File: config.mk
export PLATFORM = sky130hd
export DESIGN_NAME = command_fifo_status_regs
export DESIGN_NICKNAME = d
export VERILOG_FILES = /design/src/rtl/cmd_status_pkg.sv /design/src/rtl/command_fifo_status_regs.sv /design/src/rtl/pair_buffer.sv
export SDC_FILE = /design/constraint.sdc
export NUM_CORES = 1
export LEC_CHECK = 0
export BUFFER_PORTS_ARGS = -buffer_cell sky130_fd_sc_hd__buf_2
export CELL_PAD_IN_SITES_DETAIL_PLACEMENT = 1
export CELL_PAD_IN_SITES_GLOBAL_PLACEMENT = 2
export CORE_ASPECT_RATIO = 1.4
export CORE_MARGIN = 2
export CORE_UTILIZATION = 40
export CTS_CLUSTER_SIZE = 10
export DETAILED_ROUTE_END_ITERATION = 8
export HOLD_SLACK_MARGIN = 0.03
export PLACE_DENSITY_LB_ADDON = 0.1
export REMOVE_ABC_BUFFERS = 1
export SYNTH_ARGS = -nofsm -noshare
export SYNTH_HDL_FRONTEND = slang
export SYNTH_SLANG_ARGS = --single-unit
File: constraint.sdc
create_clock -name clk -period 10.4 [get_ports clk]
set_clock_uncertainty 0.1 [all_clocks]
set_input_delay 2.08 -clock clk [delete_from_list [all_inputs] [get_ports clk]]
set_output_delay 2.08 -clock clk [all_outputs]
set_load 0.02 [all_outputs]
File: src/rtl/cmd_status_pkg.sv
// Shared constants and carrier types for the command, queue and status register group.
// Assumes one clock domain and a host register port already decoded to a register index.
package cmd_status_pkg;
  localparam int ADDR_W = 6;
  localparam int DATA_W = 8;
  localparam int CODE_W = 6;
  localparam int DEPTH = 64;
  localparam int PTR_W = 6;
  localparam int CNT_W = 7;
  localparam int THR_W = 6;
  localparam int MASK_W = 6;
  localparam int FAULT_W = 8;

  localparam logic [ADDR_W-1:0] OFS_COMMAND_START = 6'h01;
  localparam logic [ADDR_W-1:0] OFS_QUEUE_DATA_PORT = 6'h02;
  localparam logic [ADDR_W-1:0] OFS_PRIMARY_STATE = 6'h03;
  localparam logic [ADDR_W-1:0] OFS_QUEUE_FILL_COUNT = 6'h04;

  localparam int CMD_DETECT_BIT = 7;
  localparam int ST_IRQ_BIT = 3;
  localparam int ST_ERR_BIT = 2;
  localparam int ST_HI_BIT = 1;
  localparam int ST_LO_BIT = 0;

  localparam logic [CODE_W-1:0] CODE_IDLE = 6'h00;
  localparam logic [CNT_W-1:0] CNT_FULL = 7'h40;
  localparam logic [CNT_W-1:0] CNT_ZERO = 7'h00;
  localparam logic [DATA_W-1:0] PRIMARY_RESET = 8'h05;
  localparam logic [DATA_W-1:0] BYTE_ZERO = 8'h00;

  typedef enum logic [2:0] {
    LS_IDLE = 3'h0,
    LS_SEND_FRAME_START = 3'h1,
    LS_SEND_PAYLOAD = 3'h2,
    LS_SEND_FRAME_END = 3'h3,
    LS_RX_TURNAROUND = 3'h4,
    LS_RX_GUARD_WAIT = 3'h5,
    LS_RX_LISTENING = 3'h6,
    LS_RX_RECEIVING = 3'h7
  } link_state_t;

  typedef struct packed {
    logic [ADDR_W-1:0] addr;
    logic wr;
    logic rd;
    logic [DATA_W-1:0] wdata;
  } host_req_t;

  typedef struct packed {
    logic start;
    logic [CODE_W-1:0] code;
  } cmd_launch_t;
endpackage

File: src/rtl/command_fifo_status_regs.sv
// Command, queue data, primary status and fill count registers of the reader core.
// Assumes the host front end presents one decoded request per cycle on clk, and that
// the link engine, fault and interrupt logic drive their levels on the same clock.
`timescale 1ns/1ns
module command_fifo_status_regs (
  input wire logic clk,
  input wire logic nrst,
  input wire cmd_status_pkg::host_req_t host_req,
  output logic [cmd_status_pkg::DATA_W-1:0] host_rdata,
  output cmd_status_pkg::cmd_launch_t cmd_launch,
  input wire logic cmd_finished,
  input wire logic interface_detect_done,
  input wire cmd_status_pkg::link_state_t link_state,
  input wire logic [cmd_status_pkg::FAULT_W-1:0] fault_flags_reg,
  input wire logic [cmd_status_pkg::MASK_W-1:0] interrupt_mask_reg,
  input wire logic [cmd_status_pkg::MASK_W-1:0] irq_requests,
  input wire logic [cmd_status_pkg::THR_W-1:0] queue_threshold,
  output logic irq_out,
  input wire logic core_wr_valid,
  output logic core_wr_ready,
  input wire logic [cmd_status_pkg::DATA_W-1:0] core_wr_data,
  output logic core_rd_valid,
  input wire logic core_rd_ready,
  output logic [cmd_status_pkg::DATA_W-1:0] core_rd_data
);
  logic [cmd_status_pkg::DATA_W-1:0] queue_mem [cmd_status_pkg::DEPTH];
  logic [cmd_status_pkg::PTR_W-1:0] wr_ptr_reg;
  logic [cmd_status_pkg::PTR_W-1:0] rd_ptr_reg;
  logic [cmd_status_pkg::CNT_W-1:0] count_reg;
  logic [cmd_status_pkg::CNT_W-1:0] count_next;
  logic [cmd_status_pkg::CODE_W-1:0] code_reg;
  logic detect_pending_reg;
  logic [cmd_status_pkg::DATA_W-1:0] primary_reg;
  logic irq_reg;
  logic is_full;
  logic is_empty;
  logic host_push;
  logic host_pop;
  logic core_push;
  logic core_pop;
  logic do_push;
  logic do_pop;
  logic [cmd_status_pkg::DATA_W-1:0] push_data;
  logic buf_in_ready;
  logic irq_any;
  logic hi_alert;
  logic lo_alert;
  logic [cmd_status_pkg::CNT_W-1:0] room;

  assign is_full = (count_reg == cmd_status_pkg::CNT_FULL);
  assign is_empty = (count_reg == cmd_status_pkg::CNT_ZERO);

  // Host accesses win the queue port; the link engine is held off for that cycle.
  assign host_push = host_req.wr && (host_req.addr == cmd_status_pkg::OFS_QUEUE_DATA_PORT) && !is_full;
  assign host_pop = host_req.rd && (host_req.addr == cmd_status_pkg::OFS_QUEUE_DATA_PORT) && !is_empty;
  assign core_wr_ready = !is_full && !(host_req.wr && host_req.addr == cmd_status_pkg::OFS_QUEUE_DATA_PORT);
  assign core_push = core_wr_valid && core_wr_ready;
  // The link engine drains whenever its buffer has room, so host-written bytes stay in the
  // queue only while that buffer is stalled; a host that wants to read back must stall it.
  assign core_pop = buf_in_ready && !is_empty && !host_pop;
  assign do_push = host_push || core_push;
  assign do_pop = host_pop || core_pop;
  assign push_data = host_push ? host_req.wdata : core_wr_data;

  always_ff @(posedge clk) begin
    if (do_push) begin
      queue_mem[wr_ptr_reg] <= push_data;
    end
  end

  always_ff @(posedge clk or negedge nrst) begin
    if (!nrst) begin
      wr_ptr_reg <= '0;
      rd_ptr_reg <= '0;
    end else begin
      if (do_push) begin
        wr_ptr_reg <= wr_ptr_reg + 6'h01;
      end
      if (do_pop) begin
        rd_ptr_reg <= rd_ptr_reg + 6'h01;
      end
    end
  end

  always_comb begin
    count_next = count_reg;
    if (do_push && !do_pop) begin
      count_next = count_reg + 7'h01;
    end else if (do_pop && !do_push) begin
      count_next = count_reg - 7'h01;
    end
  end

  always_ff @(posedge clk or negedge nrst) begin
    if (!nrst) begin
      count_reg <= cmd_status_pkg::CNT_ZERO;
    end else begin
      count_reg <= count_next;
    end
  end

  // Bytes handed to the buffer have left the queue; the count covers the queue alone.
  pair_buffer u_out_buffer (
    .clk(clk),
    .nrst(nrst),
    .in_valid(core_pop),
    .in_ready(buf_in_ready),
    .in_data(queue_mem[rd_ptr_reg]),
    .out_valid(core_rd_valid),
    .out_ready(core_rd_ready),
    .out_data(core_rd_data)
  );

  // A host launch in the same cycle as completion wins, so the new code is not lost.
  always_ff @(posedge clk or negedge nrst) begin
    if (!nrst) begin
      code_reg <= cmd_status_pkg::CODE_IDLE;
    end else if (host_req.wr && host_req.addr == cmd_status_pkg::OFS_COMMAND_START) begin
      code_reg <= host_req.wdata[cmd_status_pkg::CODE_W-1:0];
    end else if (cmd_finished) begin
      code_reg <= cmd_status_pkg::CODE_IDLE;
    end
  end

  always_ff @(posedge clk or negedge nrst) begin
    if (!nrst) begin
      cmd_launch <= '0;
    end else begin
      cmd_launch.start <= host_req.wr && host_req.addr == cmd_status_pkg::OFS_COMMAND_START;
      cmd_launch.code <= host_req.wdata[cmd_status_pkg::CODE_W-1:0];
    end
  end

  always_ff @(posedge clk or negedge nrst) begin
    if (!nrst) begin
      detect_pending_reg <= 1'b1;
    end else begin
      detect_pending_reg <= !interface_detect_done;
    end
  end

  assign irq_any = |(irq_requests & interrupt_mask_reg);
  assign room = cmd_status_pkg::CNT_FULL - count_reg;
  assign hi_alert = room <= {1'b0, queue_threshold};
  assign lo_alert = count_reg <= {1'b0, queue_threshold};

  always_ff @(posedge clk or negedge nrst) begin
    if (!nrst) begin
      irq_reg <= 1'b0;
    end else begin
      irq_reg <= irq_any;
    end
  end
  assign irq_out = irq_reg;

  always_ff @(posedge clk or negedge nrst) begin
    if (!nrst) begin
      primary_reg <= cmd_status_pkg::PRIMARY_RESET;
    end else begin
      primary_reg <= {1'b0, link_state, irq_any, |fault_flags_reg, hi_alert, lo_alert};
    end
  end

  // Read data appears one edge after the read strobe.
  always_ff @(posedge clk or negedge nrst) begin
    if (!nrst) begin
      host_rdata <= cmd_status_pkg::BYTE_ZERO;
    end else if (host_req.rd) begin
      unique case (host_req.addr)
        cmd_status_pkg::OFS_COMMAND_START: host_rdata <= {detect_pending_reg, 1'b0, code_reg};
        cmd_status_pkg::OFS_QUEUE_DATA_PORT: host_rdata <= is_empty ? cmd_status_pkg::BYTE_ZERO
                                                                    : queue_mem[rd_ptr_reg];
        cmd_status_pkg::OFS_PRIMARY_STATE: host_rdata <= primary_reg;
        cmd_status_pkg::OFS_QUEUE_FILL_COUNT: host_rdata <= {1'b0, count_reg};
        default: host_rdata <= cmd_status_pkg::BYTE_ZERO;
      endcase
    end
  end

  property p_count_up;
    @(posedge clk) disable iff (!nrst)
      (do_push && !do_pop) |=> count_reg == $past(count_reg) + 7'h01;
  endproperty
  a_count_up: assert property (p_count_up) else $error("fill count did not rise on write");

  property p_count_down;
    @(posedge clk) disable iff (!nrst)
      (host_pop && !do_push) |=> count_reg == $past(count_reg) - 7'h01;
  endproperty
  a_count_down: assert property (p_count_down) else $error("fill count did not fall on read");

  property p_count_bound;
    @(posedge clk) disable iff (!nrst) count_reg <= cmd_status_pkg::CNT_FULL;
  endproperty
  a_count_bound: assert property (p_count_bound) else $error("fill count beyond 64");

  property p_full_keeps;
    @(posedge clk) disable iff (!nrst)
      (is_full && host_req.wr && host_req.addr == cmd_status_pkg::OFS_QUEUE_DATA_PORT) |-> !do_push;
  endproperty
  a_full_keeps: assert property (p_full_keeps) else $error("write accepted into full queue");

  property p_fifo_order;
    @(posedge clk) disable iff (!nrst)
      (host_req.rd && host_req.addr == cmd_status_pkg::OFS_QUEUE_DATA_PORT && !is_empty)
      |=> host_rdata == $past(queue_mem[rd_ptr_reg]) && rd_ptr_reg == $past(rd_ptr_reg) + 6'h01;
  endproperty
  a_fifo_order: assert property (p_fifo_order) else $error("queue read out of order");

  property p_cmd_readback;
    @(posedge clk) disable iff (!nrst)
      (host_req.wr && host_req.addr == cmd_status_pkg::OFS_COMMAND_START)
      |=> cmd_launch.start && code_reg == $past(host_req.wdata[cmd_status_pkg::CODE_W-1:0]);
  endproperty
  a_cmd_readback: assert property (p_cmd_readback) else $error("command code not launched");

  property p_detect;
    @(posedge clk) disable iff (!nrst)
      interface_detect_done[*2] |-> !detect_pending_reg;
  endproperty
  a_detect: assert property (p_detect) else $error("detect pending after completion");

  property p_status_track;
    @(posedge clk) disable iff (!nrst)
      1'b1 |=> primary_reg[6:4] == $past(link_state) && primary_reg[cmd_status_pkg::ST_IRQ_BIT] == $past(irq_any)
               && primary_reg[cmd_status_pkg::ST_ERR_BIT] == ($past(fault_flags_reg) != '0);
  endproperty
  a_status_track: assert property (p_status_track) else $error("primary status stale");

  property p_alerts;
    @(posedge clk) disable iff (!nrst)
      1'b1 |=> primary_reg[cmd_status_pkg::ST_LO_BIT] == ($past(count_reg) <= {1'b0, $past(queue_threshold)})
               && primary_reg[cmd_status_pkg::ST_HI_BIT]
                  == ((cmd_status_pkg::CNT_FULL - $past(count_reg)) <= {1'b0, $past(queue_threshold)});
  endproperty
  a_alerts: assert property (p_alerts) else $error("fill alerts wrong");

  property p_irq_pin;
    @(posedge clk) disable iff (!nrst)
      irq_any |=> irq_out && primary_reg[cmd_status_pkg::ST_IRQ_BIT];
  endproperty
  a_irq_pin: assert property (p_irq_pin) else $error("enabled request not on pin");

  property p_irq_clear;
    @(posedge clk) disable iff (!nrst) !irq_any |=> !irq_out;
  endproperty
  a_irq_clear: assert property (p_irq_clear) else $error("interrupt pin high with no enabled request");

  property p_empty_keeps;
    @(posedge clk) disable iff (!nrst)
      (host_req.rd && host_req.addr == cmd_status_pkg::OFS_QUEUE_DATA_PORT && is_empty && !core_push)
      |=> count_reg == cmd_status_pkg::CNT_ZERO && host_rdata == cmd_status_pkg::BYTE_ZERO;
  endproperty
  a_empty_keeps: assert property (p_empty_keeps) else $error("read of empty queue moved the count");

  property p_launch_pulse;
    @(posedge clk) disable iff (!nrst)
      (cmd_launch.start && !(host_req.wr && host_req.addr == cmd_status_pkg::OFS_COMMAND_START))
      |=> !cmd_launch.start;
  endproperty
  a_launch_pulse: assert property (p_launch_pulse) else $error("launch strobe held too long");

  // A read in the first cycle after reset is skipped, since the pending flag was forced there.
  property p_cmd_reserved;
    @(posedge clk) disable iff (!nrst)
      (host_req.rd && host_req.addr == cmd_status_pkg::OFS_COMMAND_START && $past(nrst))
      |=> host_rdata[cmd_status_pkg::CODE_W] == 1'b0
          && host_rdata[cmd_status_pkg::CMD_DETECT_BIT] == !$past(interface_detect_done, 2);
  endproperty
  a_cmd_reserved: assert property (p_cmd_reserved) else $error("command readback flags wrong");

  property p_status_reserved;
    @(posedge clk) disable iff (!nrst) primary_reg[cmd_status_pkg::DATA_W-1] == 1'b0;
  endproperty
  a_status_reserved: assert property (p_status_reserved) else $error("status reserved bit set");

  property p_link_receiving;
    @(posedge clk) disable iff (!nrst) link_state == cmd_status_pkg::LS_RX_RECEIVING;
  endproperty
  c_link_receiving: cover property (p_link_receiving);

  property p_high_alert;
    @(posedge clk) disable iff (!nrst) hi_alert && !is_full;
  endproperty
  c_high_alert: cover property (p_high_alert);

  property p_fill_to_full;
    @(posedge clk) disable iff (!nrst) is_full;
  endproperty
  c_fill_to_full: cover property (p_fill_to_full);

  property p_buffer_stall;
    @(posedge clk) disable iff (!nrst) core_rd_valid && !core_rd_ready && !buf_in_ready;
  endproperty
  c_buffer_stall: cover property (p_buffer_stall);

  property p_launch_finish;
    @(posedge clk) disable iff (!nrst) cmd_launch.start ##[1:20] cmd_finished;
  endproperty
  c_launch_finish: cover property (p_launch_finish);
endmodule

File: src/rtl/pair_buffer.sv
// Two-entry skid buffer with valid and ready on both sides.
// Assumes both sides run on clk; a stalled drain fills it and drops in_ready.
`timescale 1ns/1ns
module pair_buffer (
  input wire logic clk,
  input wire logic nrst,
  input wire logic in_valid,
  output logic in_ready,
  input wire logic [cmd_status_pkg::DATA_W-1:0] in_data,
  output logic out_valid,
  input wire logic out_ready,
  output logic [cmd_status_pkg::DATA_W-1:0] out_data
);
  logic [cmd_status_pkg::DATA_W-1:0] head_reg;
  logic [cmd_status_pkg::DATA_W-1:0] tail_reg;
  logic [1:0] used_reg;
  logic push;
  logic pop;

  assign in_ready = (used_reg != 2'h2);
  assign out_valid = (used_reg != 2'h0);
  assign out_data = head_reg;
  assign push = in_valid && in_ready;
  assign pop = out_valid && out_ready;

  always_ff @(posedge clk or negedge nrst) begin
    if (!nrst) begin
      used_reg <= 2'h0;
    end else if (push && !pop) begin
      used_reg <= used_reg + 2'h1;
    end else if (pop && !push) begin
      used_reg <= used_reg - 2'h1;
    end
  end

  always_ff @(posedge clk or negedge nrst) begin
    if (!nrst) begin
      head_reg <= cmd_status_pkg::BYTE_ZERO;
      tail_reg <= cmd_status_pkg::BYTE_ZERO;
    end else if (pop) begin
      head_reg <= (push && used_reg == 2'h1) ? in_data : tail_reg;
      if (push && used_reg == 2'h2) begin
        tail_reg <= in_data;
      end
    end else if (push) begin
      if (used_reg == 2'h0) begin
        head_reg <= in_data;
      end else begin
        tail_reg <= in_data;
      end
    end
  end

  property p_never_overfill;
    @(posedge clk) disable iff (!nrst) used_reg != 2'h3;
  endproperty
  a_never_overfill: assert property (p_never_overfill)
    else $error("pair buffer holds more than two entries");
endmodule

; Word-level counts from Yosys, hierarchy flattened
; Memory sizes are Yosys's and may differ from the RTL's.
; Cells that the tools add are included.
[op_classes]
add_sub_neg = 7
order_cmp = 2
eq_ne = 10
n_mux = 19
n_bitwise = 1
n_reduce_logical = 40
[op_table]
columns = op, count
row1 = two-way mux 8 bit, 10
row2 = case mux 8 bit (4 select lines), 1
row3 = logical AND 1 bit, 17
row4 = less-or-equal comparator 7 x 6 -> 1 bit, 2
row5 = two-way mux 7 bit, 2
row6 = adder 6 x 1 -> 6 bit (second input constant), 2
row7 = == test 6 x 2 -> 1 bit (second input constant), 2
row8 = two-way mux 6 bit, 2
row9 = nonzero test 2 bit, 6
row10 = zero test 1 bit, 9
row11 = OR reduction 8 bit, 1
row12 = adder 7 x 1 -> 7 bit (second input constant), 1
row13 = == test 7 bit (second input constant), 1
row14 = zero test 7 bit, 1
row15 = subtractor 7 x 1 -> 7 bit (second input constant), 1
row16 = subtractor 7 bit (first input constant), 1
row17 = AND 6 bit, 1
row18 = == test 6 x 1 -> 1 bit (second input constant), 1
row19 = == test 6 x 3 -> 1 bit (second input constant), 1
row20 = OR reduction 6 bit, 1
row21 = two-way mux 2 bit, 2
row22 = != test 2 bit (second input constant), 2
row23 = AND reduction 3 bit, 1
row24 = adder 2 x 1 -> 2 bit (second input constant), 1
row25 = 8 further kinds, 10
[totals]
ff_bits = 67
ramBits = 512
input_bits = 59
wordCells = 93
n_memories = 1
[mem_list]
columns = memory, words, width, read_ports, rd_ports_with_merged_regs, wr, line
row1 = queue_mem, 64, 8, 1, 0, 1, command_fifo_status_regs.sv:26  ; logic [cmd_status_pkg::DATA_W-1:0] queue_mem [cmd_status_pkg::DEPTH];

; Logic depth before layout (Yosys ltp)
; Gate-level depths: netlist of run 1.
[depth]
ltp_word = 10
ltp_mapped = 16

; Hierarchy
; Synthesis of run 1 repeated with hierarchy kept, for this count alone.
[unflattened]
hier_cells = 1278
area_unflattened_um2 = 23797.8
[by_module_without_submodules]
columns = mod, n_inst, cells_per_inst, area_per_inst_um2
row1 = command_fifo_status_regs, 1, 1206, 22840.7
row2 = pair_buffer, 1, 72, 957.2

; Worst setup path before layout of run 1
; OpenSTA, ideal clock, no wires.
[synth_timing]
kind = input port to output port
startpoint = input port host_req[11] in the netlist's numbering
endpoint = output port core_wr_ready
arrival_time_ns = 2.876
t_required_ns = 8.220
setup_slack_ns = 5.344
stages = 3
path_cell_list = clkbuf_1 nand4b_1 nor2b_1
[synth_between]
elab_chain_len = 4
[synth_rtl]
columns = item, line
row1 = start: declaration, command_fifo_status_regs.sv:8  ; input wire cmd_status_pkg::host_req_t host_req,
row2 = == test 6 x 2 -> 1 bit, command_fifo_status_regs.sv:56  ; assign core_wr_ready = !is_full && !(host_req.wr && host_req.addr == cmd_status_pkg::OFS_QUEUE_DATA_PORT);
row3 = logical AND 1 bit, command_fifo_status_regs.sv:56
row4 = zero test 1 bit, command_fifo_status_regs.sv:56
row5 = logical AND 1 bit, command_fifo_status_regs.sv:56
row6 = end: declaration, command_fifo_status_regs.sv:20  ; output logic core_wr_ready,
; No other way between the ends.

; Worst setup path in the final report of run 1
[layout_timing]
startpoint = input port host_req[13] in the netlist's numbering
endpoint = output port core_wr_ready
; The elaborated chain is that of the path after synthesis.

==> results.rst, run 1 <==
.. list-table::
   :header-rows: 1

   * - Metric
     - Value
   * - Post-CTS setup repair buffer count
     - 0
   * - Synth warnings
     - 0
   * - CTS Buf Count
     - 69
   * - Proportion of synthesized flip-flops having asynchronous set or reset
     - 11.4%
   * - CP Data Required Time
     - 8220 ps
   * - Post_cts resized
     - 0
   * - Max reg flops
     - 512
   * - Share of layout cells above drive strength 1
     - 21.6%
   * - Nature of the critical path startpoint
     - primary input
   * - CTS Root Cell
     - sky130_fd_sc_hd__clkbuf_16
   * - Remaining DRCs
     - 0
   * - Wire length of the first global-routing pass
     - 93.3 mm
   * - Largest register by flop count
     - queue_mem
   * - Worst Path Class, Setup
     - in -> out
   * - Cell type with the highest aggregate area in the netlist
     - sky130_fd_sc_hd__edfxtp_1
   * - Worst-path clk slew
     - 50 ps
   * - Commonest cells after routing, fill and taps aside
     - 512 x sky130_fd_sc_hd__edfxtp_1, 103 x sky130_fd_sc_hd__mux2i_1, 100 x sky130_fd_sc_hd__nor2_1, 96 x sky130_fd_sc_hd__mux4_2, 83 x sky130_fd_sc_hd__buf_2
   * - Max-slew violation count
     - 0
   * - Effective utilization at floorplan
     - 40.3%
   * - Run status
     - complete, no violations
   * - Launch point of the worst reg-to-reg path
     - rd_ptr_reg[0]
   * - Most numerous cell on the critical path
     - sky130_fd_sc_hd__buf_2
   * - Max_slew headroom
     - 20.7%
   * - Maximum vdd ir drop
     - 0.126 mV
   * - Part of the cycle the worst path needs
     - 51.7%
   * - Startpoint of the most critical hold path
     - u_out_buffer.tail_reg[7]
   * - Worst flop-to-flop path endpoint
     - u_out_buffer.out_data[3]
   * - Total of buffers placed on input and output ports
     - 84
   * - # rows
     - 105
   * - Average wire per cell in the routed design
     - 28.0 um
   * - Sequential cell area
     - 17,000 um2
   * - Worst hold slack
     - 390 ps
   * - Final count of hold timing violations
     - 0
   * - Worst reg-to-reg path cell count
     - 8
   * - Detailed placer's ending HPWL
     - 39.2 mm
   * - Worst Path Max Fanout
     - 4
   * - Clock Latency Late Sink
     - 600 ps
   * - Die X-Extent
     - 209 um
   * - Per-cell via count in the routed design
     - 5.55
   * - Avg Synthesized Cell Area
     - 17.8 um2
   * - Hold Path Cell Cnt
     - 2
   * - Number of enable flip-flop cells after synthesis
     - 512
   * - Pwr/cell area
     - 274 nW/um2
   * - Hold crit path type
     - reg -> reg
   * - DRT Wirelength
     - 62.0 mm
   * - Top-area cell type share of the netlist area
     - 65.3%
   * - Max incr delay on CP
     - 420 ps
   * - Pin count of the biggest net entering global routing
     - 67
   * - Clock sink total
     - 578
   * - Overflow after GRT
     - 0
   * - Distinct cell type count after synthesis
     - 61
   * - Maximum count of clock buffers along a single path
     - 3
   * - 1st-iter DRT viols
     - 966
   * - Arrival time at the worst endpoint
     - 3200 ps
   * - Die span in y
     - 291 um
   * - Ys flop type
     - sky130_fd_sc_hd__edfxtp_1
   * - Final sum of negative setup slack
     - 0 ps
   * - Initial antenna violation count
     - 0
   * - Number of hold buffers added after cts
     - 0
   * - Achievable clock frequency
     - 186 MHz
   * - Floorplan die area
     - 60,800 um2
   * - Critical-path cell with the highest stage delay
     - sky130_fd_sc_hd__nor4_2
   * - Final critical-path required period
     - 5380 ps
   * - Synthesized netlist cell count
     - 1,323
   * - Register bit count reported by yosys
     - 578
   * - Total iterations of the first detailed-routing run
     - 8
   * - Max-capacitance violation count
     - 0
   * - Total via count in the routed design
     - 12,300
   * - # nets final
     - 1,515
   * - H-Tree Depth
     - 3
   * - Count of fill cells added during filler insertion
     - 5,543
   * - Seq/Total Area, Yosys
     - 72.4%
   * - Floorplan core area
     - 58,500 um2
   * - Final weighted congestion in routability-driven placement
     - 0.751
   * - CTS tree
     - done
   * - Cell chain of the critical path
     - buf_2 -> nor4_2 -> nand4b_1 -> nor2b_1 -> buf_2
   * - P&R area growth vs syn
     - 13.5%
   * - Post-Syn Area
     - 23,500 um2
   * - Leakage Power
     - 9.06 nW
   * - Setup slack, reg-to-reg
     - 6030 ps
   * - Vias in the first global route
     - 13,600
   * - # setup viols final
     - 0
   * - Overall routing resource usage
     - 21.1%
   * - RSZ-0062 raised after global routing
     - false
   * - Area taken by multi-input logic gates
     - 6080 um2
   * - Tightest Pin Transition
     - 1190 ps
   * - Count of nets left with antenna violations after detail routing
     - 0
   * - Cells taking the most area after synthesis
     - sky130_fd_sc_hd__edfxtp_1 65%, sky130_fd_sc_hd__mux4_2 9.2%, sky130_fd_sc_hd__dfrtp_1 6.7%
   * - WHS Endpoint
     - u_out_buffer.tail_reg[7]
   * - Category of the worst setup path capture point
     - primary output
   * - Most common cell after layout, fill and taps aside
     - sky130_fd_sc_hd__edfxtp_1
   * - Io pins
     - 85
## critical path: cells and delay by family
family / cells / cell delay (ps)
and+or+nand+nor: 3 / 830
buffers and inverters: 2 / 280
## layer usage
metal / vias up / GRT usage [%] / share of wire (%)
met3: 80 / 3.02 / 4.2
met5: - / 0 / 0
met4: 0 / 6.17 / 2.0
li1: 5453 / - / -
met1: 6428 / 26.8 / 41
met2: 313 / 37.5 / 53
## kinds of logic (layout without fill, tap and decap cells)
family / after synthesis / count (layout) / synth area share [%]
fa+ha+maj: 26 / 26 / 1.41
mux: 211 / 211 / 14.1
xor+xnor: 22 / 22 / 0.819
flops: 578 / 578 / 72.4
buf+inv: 89 / 227 / 1.89
compound gates: 164 / 164 / 4.60
other cells: 0 / 1 / 0
simple gates: 233 / 233 / 4.78
## final cells by class
| type | instances | share of cell area [%] |
|---|---|---|
| Sequential cell | 578 | 63.8 |
| Clock buffer | 96 | 7.08 |
| Antenna cell | 1 | 0.00936 |
| Clock inverter | 6 | 0.421 |
| Inverter | 21 | 0.295 |
| Tap cell | 749 | 3.51 |
| Multi-Input combinational cell | 656 | 22.7 |
| Timing Repair Buffer | 104 | 2.19 |
## worst max-delay path by stage
| stage | startpoint | end | slack, ps | cells after the start |
|---|---|---|---|---|
| 2_1_floorplan | rd_ptr_reg[0] | u_out_buffer.tail_reg[0] | 2980 | 7 |
| 3_3_place_gp | host_req[13] | queue_mem[55][0] | 4590 | 7 |
| 3_5_place_dp | host_req[13] | queue_mem[55][4] | 4490 | 7 |
| 4_1_cts | host_req[13] | core_wr_ready | 5010 | 5 |
| 5_1_grt | host_req[13] | queue_mem[7][2] | 4860 | 7 |
| 6_report | host_req[13] | core_wr_ready | 5020 | 5 |
## report_power, final
group	internal, mW	leakage [nW]	total [mW]	switching [mW]
Sequential	2.70	5.40	2.89	0.196
Clock	1.31	0.966	2.20	0.892
Combinational	0.869	2.69	2.22	1.35
## cell usage after synthesis (all sizes together), types with 2 or more instances
cell and instances:
o211ai 18, nor3 9, mux2i 103, mux4 96, o21bai 2, a211oi 16, clkbuf 25, nand4 4
xor2 6, nand3 17, ha 25, o221ai 15, nand4b 2, o21ai 38, xnor2 16, o21a 3
nor4 4, o22ai 23, nor2b 5, a21oi 26, dfstp 3, nor2 101, edfxtp 512, a2111oi 6
or3b 2, nand3b 10, or3 2, dfrtp 63, mux2 12, a32oi 3, nor3b 3, buf 43
inv 21, and2 2, nand2 65, a22oi 3, a21o 5
## stage by stage
| stage | total power [mW] | worst slack, ps | instance area, um2 | utilization [%] | instances |
|---|---|---|---|---|---|
| 6_report | 7.31 | 5020 | 26700 | 45.7 | 2211 |
| 5_1_grt | 7.67 | 4860 | 26700 | 45.7 | 2210 |
| 4_1_cts | 7.43 | 5010 | 26700 | 45.7 | 2210 |
| 3_5_place_dp | 5.21 | 4490 | 24700 | 42.3 | 2108 |
| 3_3_place_gp | 5.19 | 4590 | 24700 | 42.3 | 2108 |
| 2_1_floorplan | 4.51 | 2980 | 23200 | - | 1255 |
No activity file was read; power rests on OpenSTA's default activity.
==> run 2, diff against run 1 <==
clock period = 5.6 ns   (was 10.4 ns; I/O delays follow)
==> results.rst, run 2 (same netlist as run 1, synthesis figures left out) <==
.. list-table::
   :header-rows: 1

   * - Metric
     - Value
   * - 1st-iter DRT viols
     - 885
   * - Worst Path Class, Setup
     - reg -> reg
   * - Category of the worst setup path capture point
     - flip-flop
   * - Final critical-path setup slack
     - 1650 ps
   * - Sequential cell area
     - 17,000 um2
   * - Floorplan core area
     - 58,500 um2
   * - Post-CTS setup repair buffer count
     - 0
   * - Pwr/cell area
     - 501 nW/um2
   * - Maximum count of clock buffers along a single path
     - 3
   * - RSZ-0062 raised after global routing
     - false
   * - CTS tree
     - done
   * - CTS Buf Count
     - 68
   * - H-Tree Depth
     - 3
   * - Final weighted congestion in routability-driven placement
     - 0.776
   * - Run status
     - complete, no violations
   * - # nets final
     - 1,538
   * - Design area
     - 26,800 um2
   * - Count of fill cells added during filler insertion
     - 5,505
   * - GR met2 Demand/Resource
     - 37.7%
   * - Io pins
     - 85
   * - P&R area growth vs syn
     - 13.9%
   * - # rows
     - 105
   * - Tightest Pin Transition
     - 1110 ps
   * - Remaining DRCs
     - 0
   * - Achievable clock frequency
     - 253 MHz
   * - Arrival time at the worst endpoint
     - 4320 ps
   * - Average wire per cell in the routed design
     - 28.7 um
   * - Met1 Usage GRT
     - 27.5%
   * - Overall routing resource usage
     - 21.4%
   * - Floorplan die area
     - 60,800 um2
   * - Clock sink total
     - 578
   * - Post_cts resized
     - 0
   * - Total iterations of the first detailed-routing run
     - 5
   * - Max-slew violation count
     - 0
   * - Die span in y
     - 291 um
   * - Total via count in the routed design
     - 12,500
   * - CTS Root Cell
     - sky130_fd_sc_hd__clkbuf_16
   * - Number of hold buffers added after cts
     - 0
   * - Clock Latency Late Sink
     - 600 ps
   * - # setup viols final
     - 0
   * - Max-capacitance violation count
     - 0
   * - CP Data Required Time
     - 5970 ps
   * - Placed cell area
     - 24,900 um2
   * - Overflow after GRT
     - 0
   * - Final count of hold timing violations
     - 0
   * - Per-cell via count in the routed design
     - 5.61
   * - Max reg flops
     - 512
   * - Max_slew headroom
     - 25.8%
   * - Tot Pwr
     - 13.4 mW
   * - Count of nets left with antenna violations after detail routing
     - 0
   * - Pre-CTS setup slack
     - 1120 ps
   * - Area taken by multi-input logic gates
     - 6070 um2
   * - Detailed placer's ending HPWL
     - 41.6 mm
   * - Vias in the first global route
     - 13,600
   * - Nature of the critical path startpoint
     - flip-flop
   * - Commonest cells after routing, fill and taps aside
     - 512 x sky130_fd_sc_hd__edfxtp_1, 103 x sky130_fd_sc_hd__mux2i_1, 100 x sky130_fd_sc_hd__nor2_1, 96 x sky130_fd_sc_hd__mux4_2, 83 x sky130_fd_sc_hd__buf_2
   * - Maximum vdd ir drop
     - 0.224 mV
   * - Most common cell after layout, fill and taps aside
     - sky130_fd_sc_hd__edfxtp_1
   * - Effective utilization at floorplan
     - 40.3%
   * - Part of the cycle the worst path needs
     - 70.5%
   * - Final critical-path required period
     - 3950 ps
   * - Busiest layer in global routing
     - met2
   * - Share of layout cells above drive strength 1
     - 22.9%
   * - Worst Path Max Fanout
     - 7
   * - Leakage Power
     - 9.13 nW
   * - Hold crit path type
     - reg -> reg
   * - Grt met3 use
     - 2.72%
   * - Pin count of the biggest net entering global routing
     - 67
   * - Wire length of the first global-routing pass
     - 94.3 mm
   * - Total of buffers placed on input and output ports
     - 84
   * - Worst-path clk slew
     - 60 ps
   * - Largest register by flop count
     - queue_mem
   * - DRT Wirelength
     - 63.8 mm
   * - Initial antenna violation count
     - 0
   * - Die X-Extent
     - 209 um
==> run 2: cell count changes in the layout (fill, tap and decap cells not counted), sizes merged <==
cell    before  now
buf        104  128
clkbuf      96   84
bufinv       2    0
inv         21   23
==> run 2: area by class of cell <==
| class | instances | share of cell area [%] |
|---|---|---|
| Antenna cell | 1 | 0.00934 |
| Multi-Input combinational cell | 656 | 22.7 |
| Inverter | 21 | 0.294 |
| Sequential cell | 578 | 63.6 |
| Clock inverter | 6 | 0.266 |
| Timing Repair Buffer | 128 | 3.04 |
| Clock buffer | 84 | 6.65 |
| Tap cell | 749 | 3.50 |
==> run 2: final timing paths <==
path	startpoint	to	slack, ps	cells past startpoint
max	count_reg[0]	count_reg[6]	1650	17
min	u_out_buffer.tail_reg[3]	u_out_buffer.tail_reg[3]	390	2
max reg2reg	count_reg[0]	count_reg[6]	1650	17
min reg2reg	u_out_buffer.tail_reg[3]	u_out_buffer.tail_reg[3]	390	2
max in group asynchronous	nrst	rd_ptr_reg[0]	4150	1
min in group asynchronous	nrst	cmd_launch[1]	540	1
==> run 2: power breakdown <==
| part | internal, mW | switching, mW | total [mW] |
|---|---|---|---|
| combinational | 1.65 | 2.41 | 4.06 |
| sequential | 5.01 | 0.471 | 5.48 |
| clock | 2.23 | 1.66 | 3.88 |
==> run 2: metrics by stage <==
step | TNS [ps] | utilization [%] | hold WS (ps) | cells
6_report | 0 | 45.8 | 388 | 2223
5_1_grt | 0 | 45.8 | 441 | 2222
4_1_cts | 0 | 45.8 | 399 | 2222
3_5_place_dp | 0 | 42.7 | 386 | 2132
3_3_place_gp | 0 | 42.7 | 365 | 2132
2_1_floorplan | -48000 | - | 350 | 1255
==> run 2: metal layers <==
layer | wire [um] | part of all wire, %
met5 | 0 | 0
met4 | 1510 | 2.4
met3 | 2170 | 3.4
met2 | 33100 | 52
met1 | 27000 | 42
==> run 2: worst max-delay path: stages, from the launching register on <==
cell                       delay (ps)
sky130_fd_sc_hd__dfrtp_1          510
sky130_fd_sc_hd__inv_1            150
sky130_fd_sc_hd__ha_1             220
sky130_fd_sc_hd__or4b_4           520
sky130_fd_sc_hd__nor3_4           240
sky130_fd_sc_hd__a21oi_1           80
sky130_fd_sc_hd__buf_4            180
sky130_fd_sc_hd__inv_1             60
sky130_fd_sc_hd__ha_1             180
sky130_fd_sc_hd__inv_1            150
sky130_fd_sc_hd__fa_1             440
sky130_fd_sc_hd__a21o_1           170
sky130_fd_sc_hd__a21oi_1          220
sky130_fd_sc_hd__o21bai_1          90
sky130_fd_sc_hd__a21oi_1          180
sky130_fd_sc_hd__xnor2_1          130
sky130_fd_sc_hd__nor2_1            60
sky130_fd_sc_hd__xor2_1           150
==> run 3, diff against run 2 <==
clock period = 3.6 ns   (was 5.6 ns; I/O delays follow)
==> results.rst, run 3 (same netlist as run 1, synthesis figures left out) <==
.. list-table::
   :header-rows: 1

   * - Metric
     - Value
   * - Run status
     - complete, no violations
   * - Die X-Extent
     - 209 um
   * - Final critical-path required period
     - 3330 ps
   * - Launch point of the worst reg-to-reg path
     - count_reg[0]
   * - Overall routing resource usage
     - 20.8%
   * - Count of fill cells added during filler insertion
     - 5,555
   * - Hold crit path type
     - in -> reg
   * - Floorplan core area
     - 58,500 um2
   * - Final design utilization
     - 47.4%
   * - CP Data Required Time
     - 3960 ps
   * - CTS Buf Count
     - 68
   * - Part of the cycle the worst path needs
     - 92.6%
   * - DRT Wirelength
     - 61.6 mm
   * - Commonest cells after routing, fill and taps aside
     - 512 x sky130_fd_sc_hd__edfxtp_1, 134 x sky130_fd_sc_hd__buf_4, 103 x sky130_fd_sc_hd__mux2i_1, 100 x sky130_fd_sc_hd__nor2_1, 96 x sky130_fd_sc_hd__mux4_2
   * - CTS tree
     - done
   * - Setup slack, reg-to-reg
     - 270 ps
   * - Floorplan die area
     - 60,800 um2
   * - Net Sw Frac
     - 33.0%
   * - RSZ-0062 raised after global routing
     - false
   * - Worst flop-to-flop path endpoint
     - count_reg[6]
   * - Maximum count of clock buffers along a single path
     - 3
   * - Effective utilization at floorplan
     - 40.3%
   * - Final weighted congestion in routability-driven placement
     - 0.782
   * - Clock Power Share
     - 28.4%
   * - Total of buffers placed on input and output ports
     - 84
   * - Total iterations of the first detailed-routing run
     - 5
   * - Detailed placer's ending HPWL
     - 40.7 mm
   * - Final instance count without filler cells
     - 2,337
   * - Category of the worst setup path capture point
     - flip-flop
   * - Nature of the critical path startpoint
     - flip-flop
   * - Worst reg-to-reg path cell count
     - 16
   * - Max-slew violation count
     - 0
   * - Pre-CTS setup slack
     - -6.33 ps
   * - Tightest Pin Transition
     - 954 ps
   * - Logic pwr share
     - 33.0%
   * - Die span in y
     - 291 um
   * - Max_slew headroom
     - 36.4%
   * - Achievable clock frequency
     - 300 MHz
   * - Initial antenna violation count
     - 0
   * - # setup viols final
     - 0
   * - Final count of hold timing violations
     - 0
   * - CTS Root Cell
     - sky130_fd_sc_hd__clkbuf_16
   * - Count of inserted antenna diode cells
     - 0
   * - Per-cell via count in the routed design
     - 5.44
   * - Reported net switching power
     - 7.06 mW
   * - Number of hold buffers added after cts
     - 0
   * - Wire length of the first global-routing pass
     - 92.3 mm
   * - Largest register by flop count
     - queue_mem
   * - # nets final
     - 1,640
   * - Clock Latency Late Sink
     - 590 ps
   * - Pwr/cell area
     - 772 nW/um2
   * - Io pins
     - 85
   * - Max reg flops
     - 512
   * - Worst Path Max Fanout
     - 3
   * - Number of cells in the design after placement
     - 2,234
   * - Max-capacitance violation count
     - 0
   * - Worst Path Class, Setup
     - reg -> reg
   * - Final sum of negative setup slack
     - 0 ps
   * - # rows
     - 105
   * - Critical path launch point
     - count_reg[0]
   * - Share of layout cells above drive strength 1
     - 27.5%
   * - Count of nets left with antenna violations after detail routing
     - 0
   * - Final critical-path setup slack
     - 266 ps
   * - 1st-iter DRT viols
     - 833
   * - Arrival time at the worst endpoint
     - 3700 ps
   * - P&R area growth vs syn
     - 17.7%
   * - Overflow after GRT
     - 0
   * - Int Power
     - 14.3 mW
   * - Average wire per cell in the routed design
     - 26.4 um
   * - Post_cts resized
     - 0
   * - Register share of total power
     - 38.5%
   * - Pin count of the biggest net entering global routing
     - 67
   * - Total via count in the routed design
     - 12,700
   * - Clock sink total
     - 578
   * - Remaining DRCs
     - 0
   * - Worst-path clk slew
     - 60 ps
   * - Leakage Power
     - 9.71 nW
   * - Worst setup endpoint
     - count_reg[6]
   * - H-Tree Depth
     - 3
   * - Maximum vdd ir drop
     - 0.357 mV
   * - Vias in the first global route
     - 14,000
   * - Post-CTS setup repair buffer count
     - 0
   * - Most common cell after layout, fill and taps aside
     - sky130_fd_sc_hd__edfxtp_1
[run 3: cell count changes in the layout (fill, tap and decap cells not counted), sizes merged]
cell,previous run,this run
inv,23,21
clkinv,4,2
clkbuf,84,101
diode,1,0
buf,128,230
[run 3: metal layers]
| layer | up-vias | global-route usage (%) | share of wire [%] |
|---|---|---|---|
| met5 | - | 0 | 0 |
| met4 | 0 | 7.46 | 3.1 |
| met3 | 99 | 3.34 | 3.5 |
| met2 | 232 | 36.2 | 52 |
| met1 | 6688 | 26.2 | 41 |
| li1 | 5704 | - | - |
[run 3: worst max-delay path: stages, from the launching register on]
cell	delay [ps]
sky130_fd_sc_hd__dfrtp_1	380
sky130_fd_sc_hd__inv_1	90
sky130_fd_sc_hd__ha_1	210
sky130_fd_sc_hd__or4b_4	520
sky130_fd_sc_hd__nor3_4	150
sky130_fd_sc_hd__a21oi_1	90
sky130_fd_sc_hd__inv_1	90
sky130_fd_sc_hd__ha_1	170
sky130_fd_sc_hd__inv_1	80
sky130_fd_sc_hd__fa_1	390
sky130_fd_sc_hd__a21o_1	190
sky130_fd_sc_hd__a21oi_2	160
sky130_fd_sc_hd__o21bai_1	80
sky130_fd_sc_hd__a21oi_1	170
sky130_fd_sc_hd__xnor2_1	130
sky130_fd_sc_hd__nor2_1	60
sky130_fd_sc_hd__xor2_1	150
[run 3: final cells by class]
cell class	count	area (um2)	share of cell area (%)
multi-input cells	656	6080	21.9
well taps	749	937	3.38
clock buffers	101	1870	6.74
flip-flops and latches	578	17000	61.5
inverters	21	78.8	0.285
repair buffers	230	1680	6.07
clock inverters	2	21.3	0.0768
[run 3: power groups by stage]
stage / clock network [mW] / registers [mW] / logic [mW]
final: 6.08 / 8.24 / 7.06
after detailed placement: 0 / 8.38 / 7.21
after CTS: 6.24 / 8.25 / 7.23
after floorplan: 0 / 8.76 / 3.66
after global placement: 0 / 8.36 / 7.12
after global routing: 6.48 / 8.29 / 7.73
[run 3: metrics by stage]
step / hold WS [ps] / power (mW) / cell area, um2
after floorplan: 324 / 12.4 / 23200
after global placement: 364 / 15.5 / 25800
after detailed placement: 392 / 15.6 / 25800
after CTS: 96.6 / 21.7 / 27700
after global routing: 110 / 22.5 / 27700
final: 134 / 21.4 / 27700
[run 3: worst min-delay path by stage]
stage | depth (start not counted) | slack (ps) | from | end
after global placement | 2 | 360 | u_out_buffer.tail_reg[3] | u_out_buffer.tail_reg[3]
final | 1 | 130 | link_state[2] | primary_reg[6]
after floorplan | 0 | 320 | nrst | cmd_launch[0]
after CTS | 1 | 100 | link_state[2] | primary_reg[6]
after global routing | 1 | 110 | link_state[2] | primary_reg[6]
after detailed placement | 2 | 390 | u_out_buffer.tail_reg[3] | u_out_buffer.tail_reg[3]
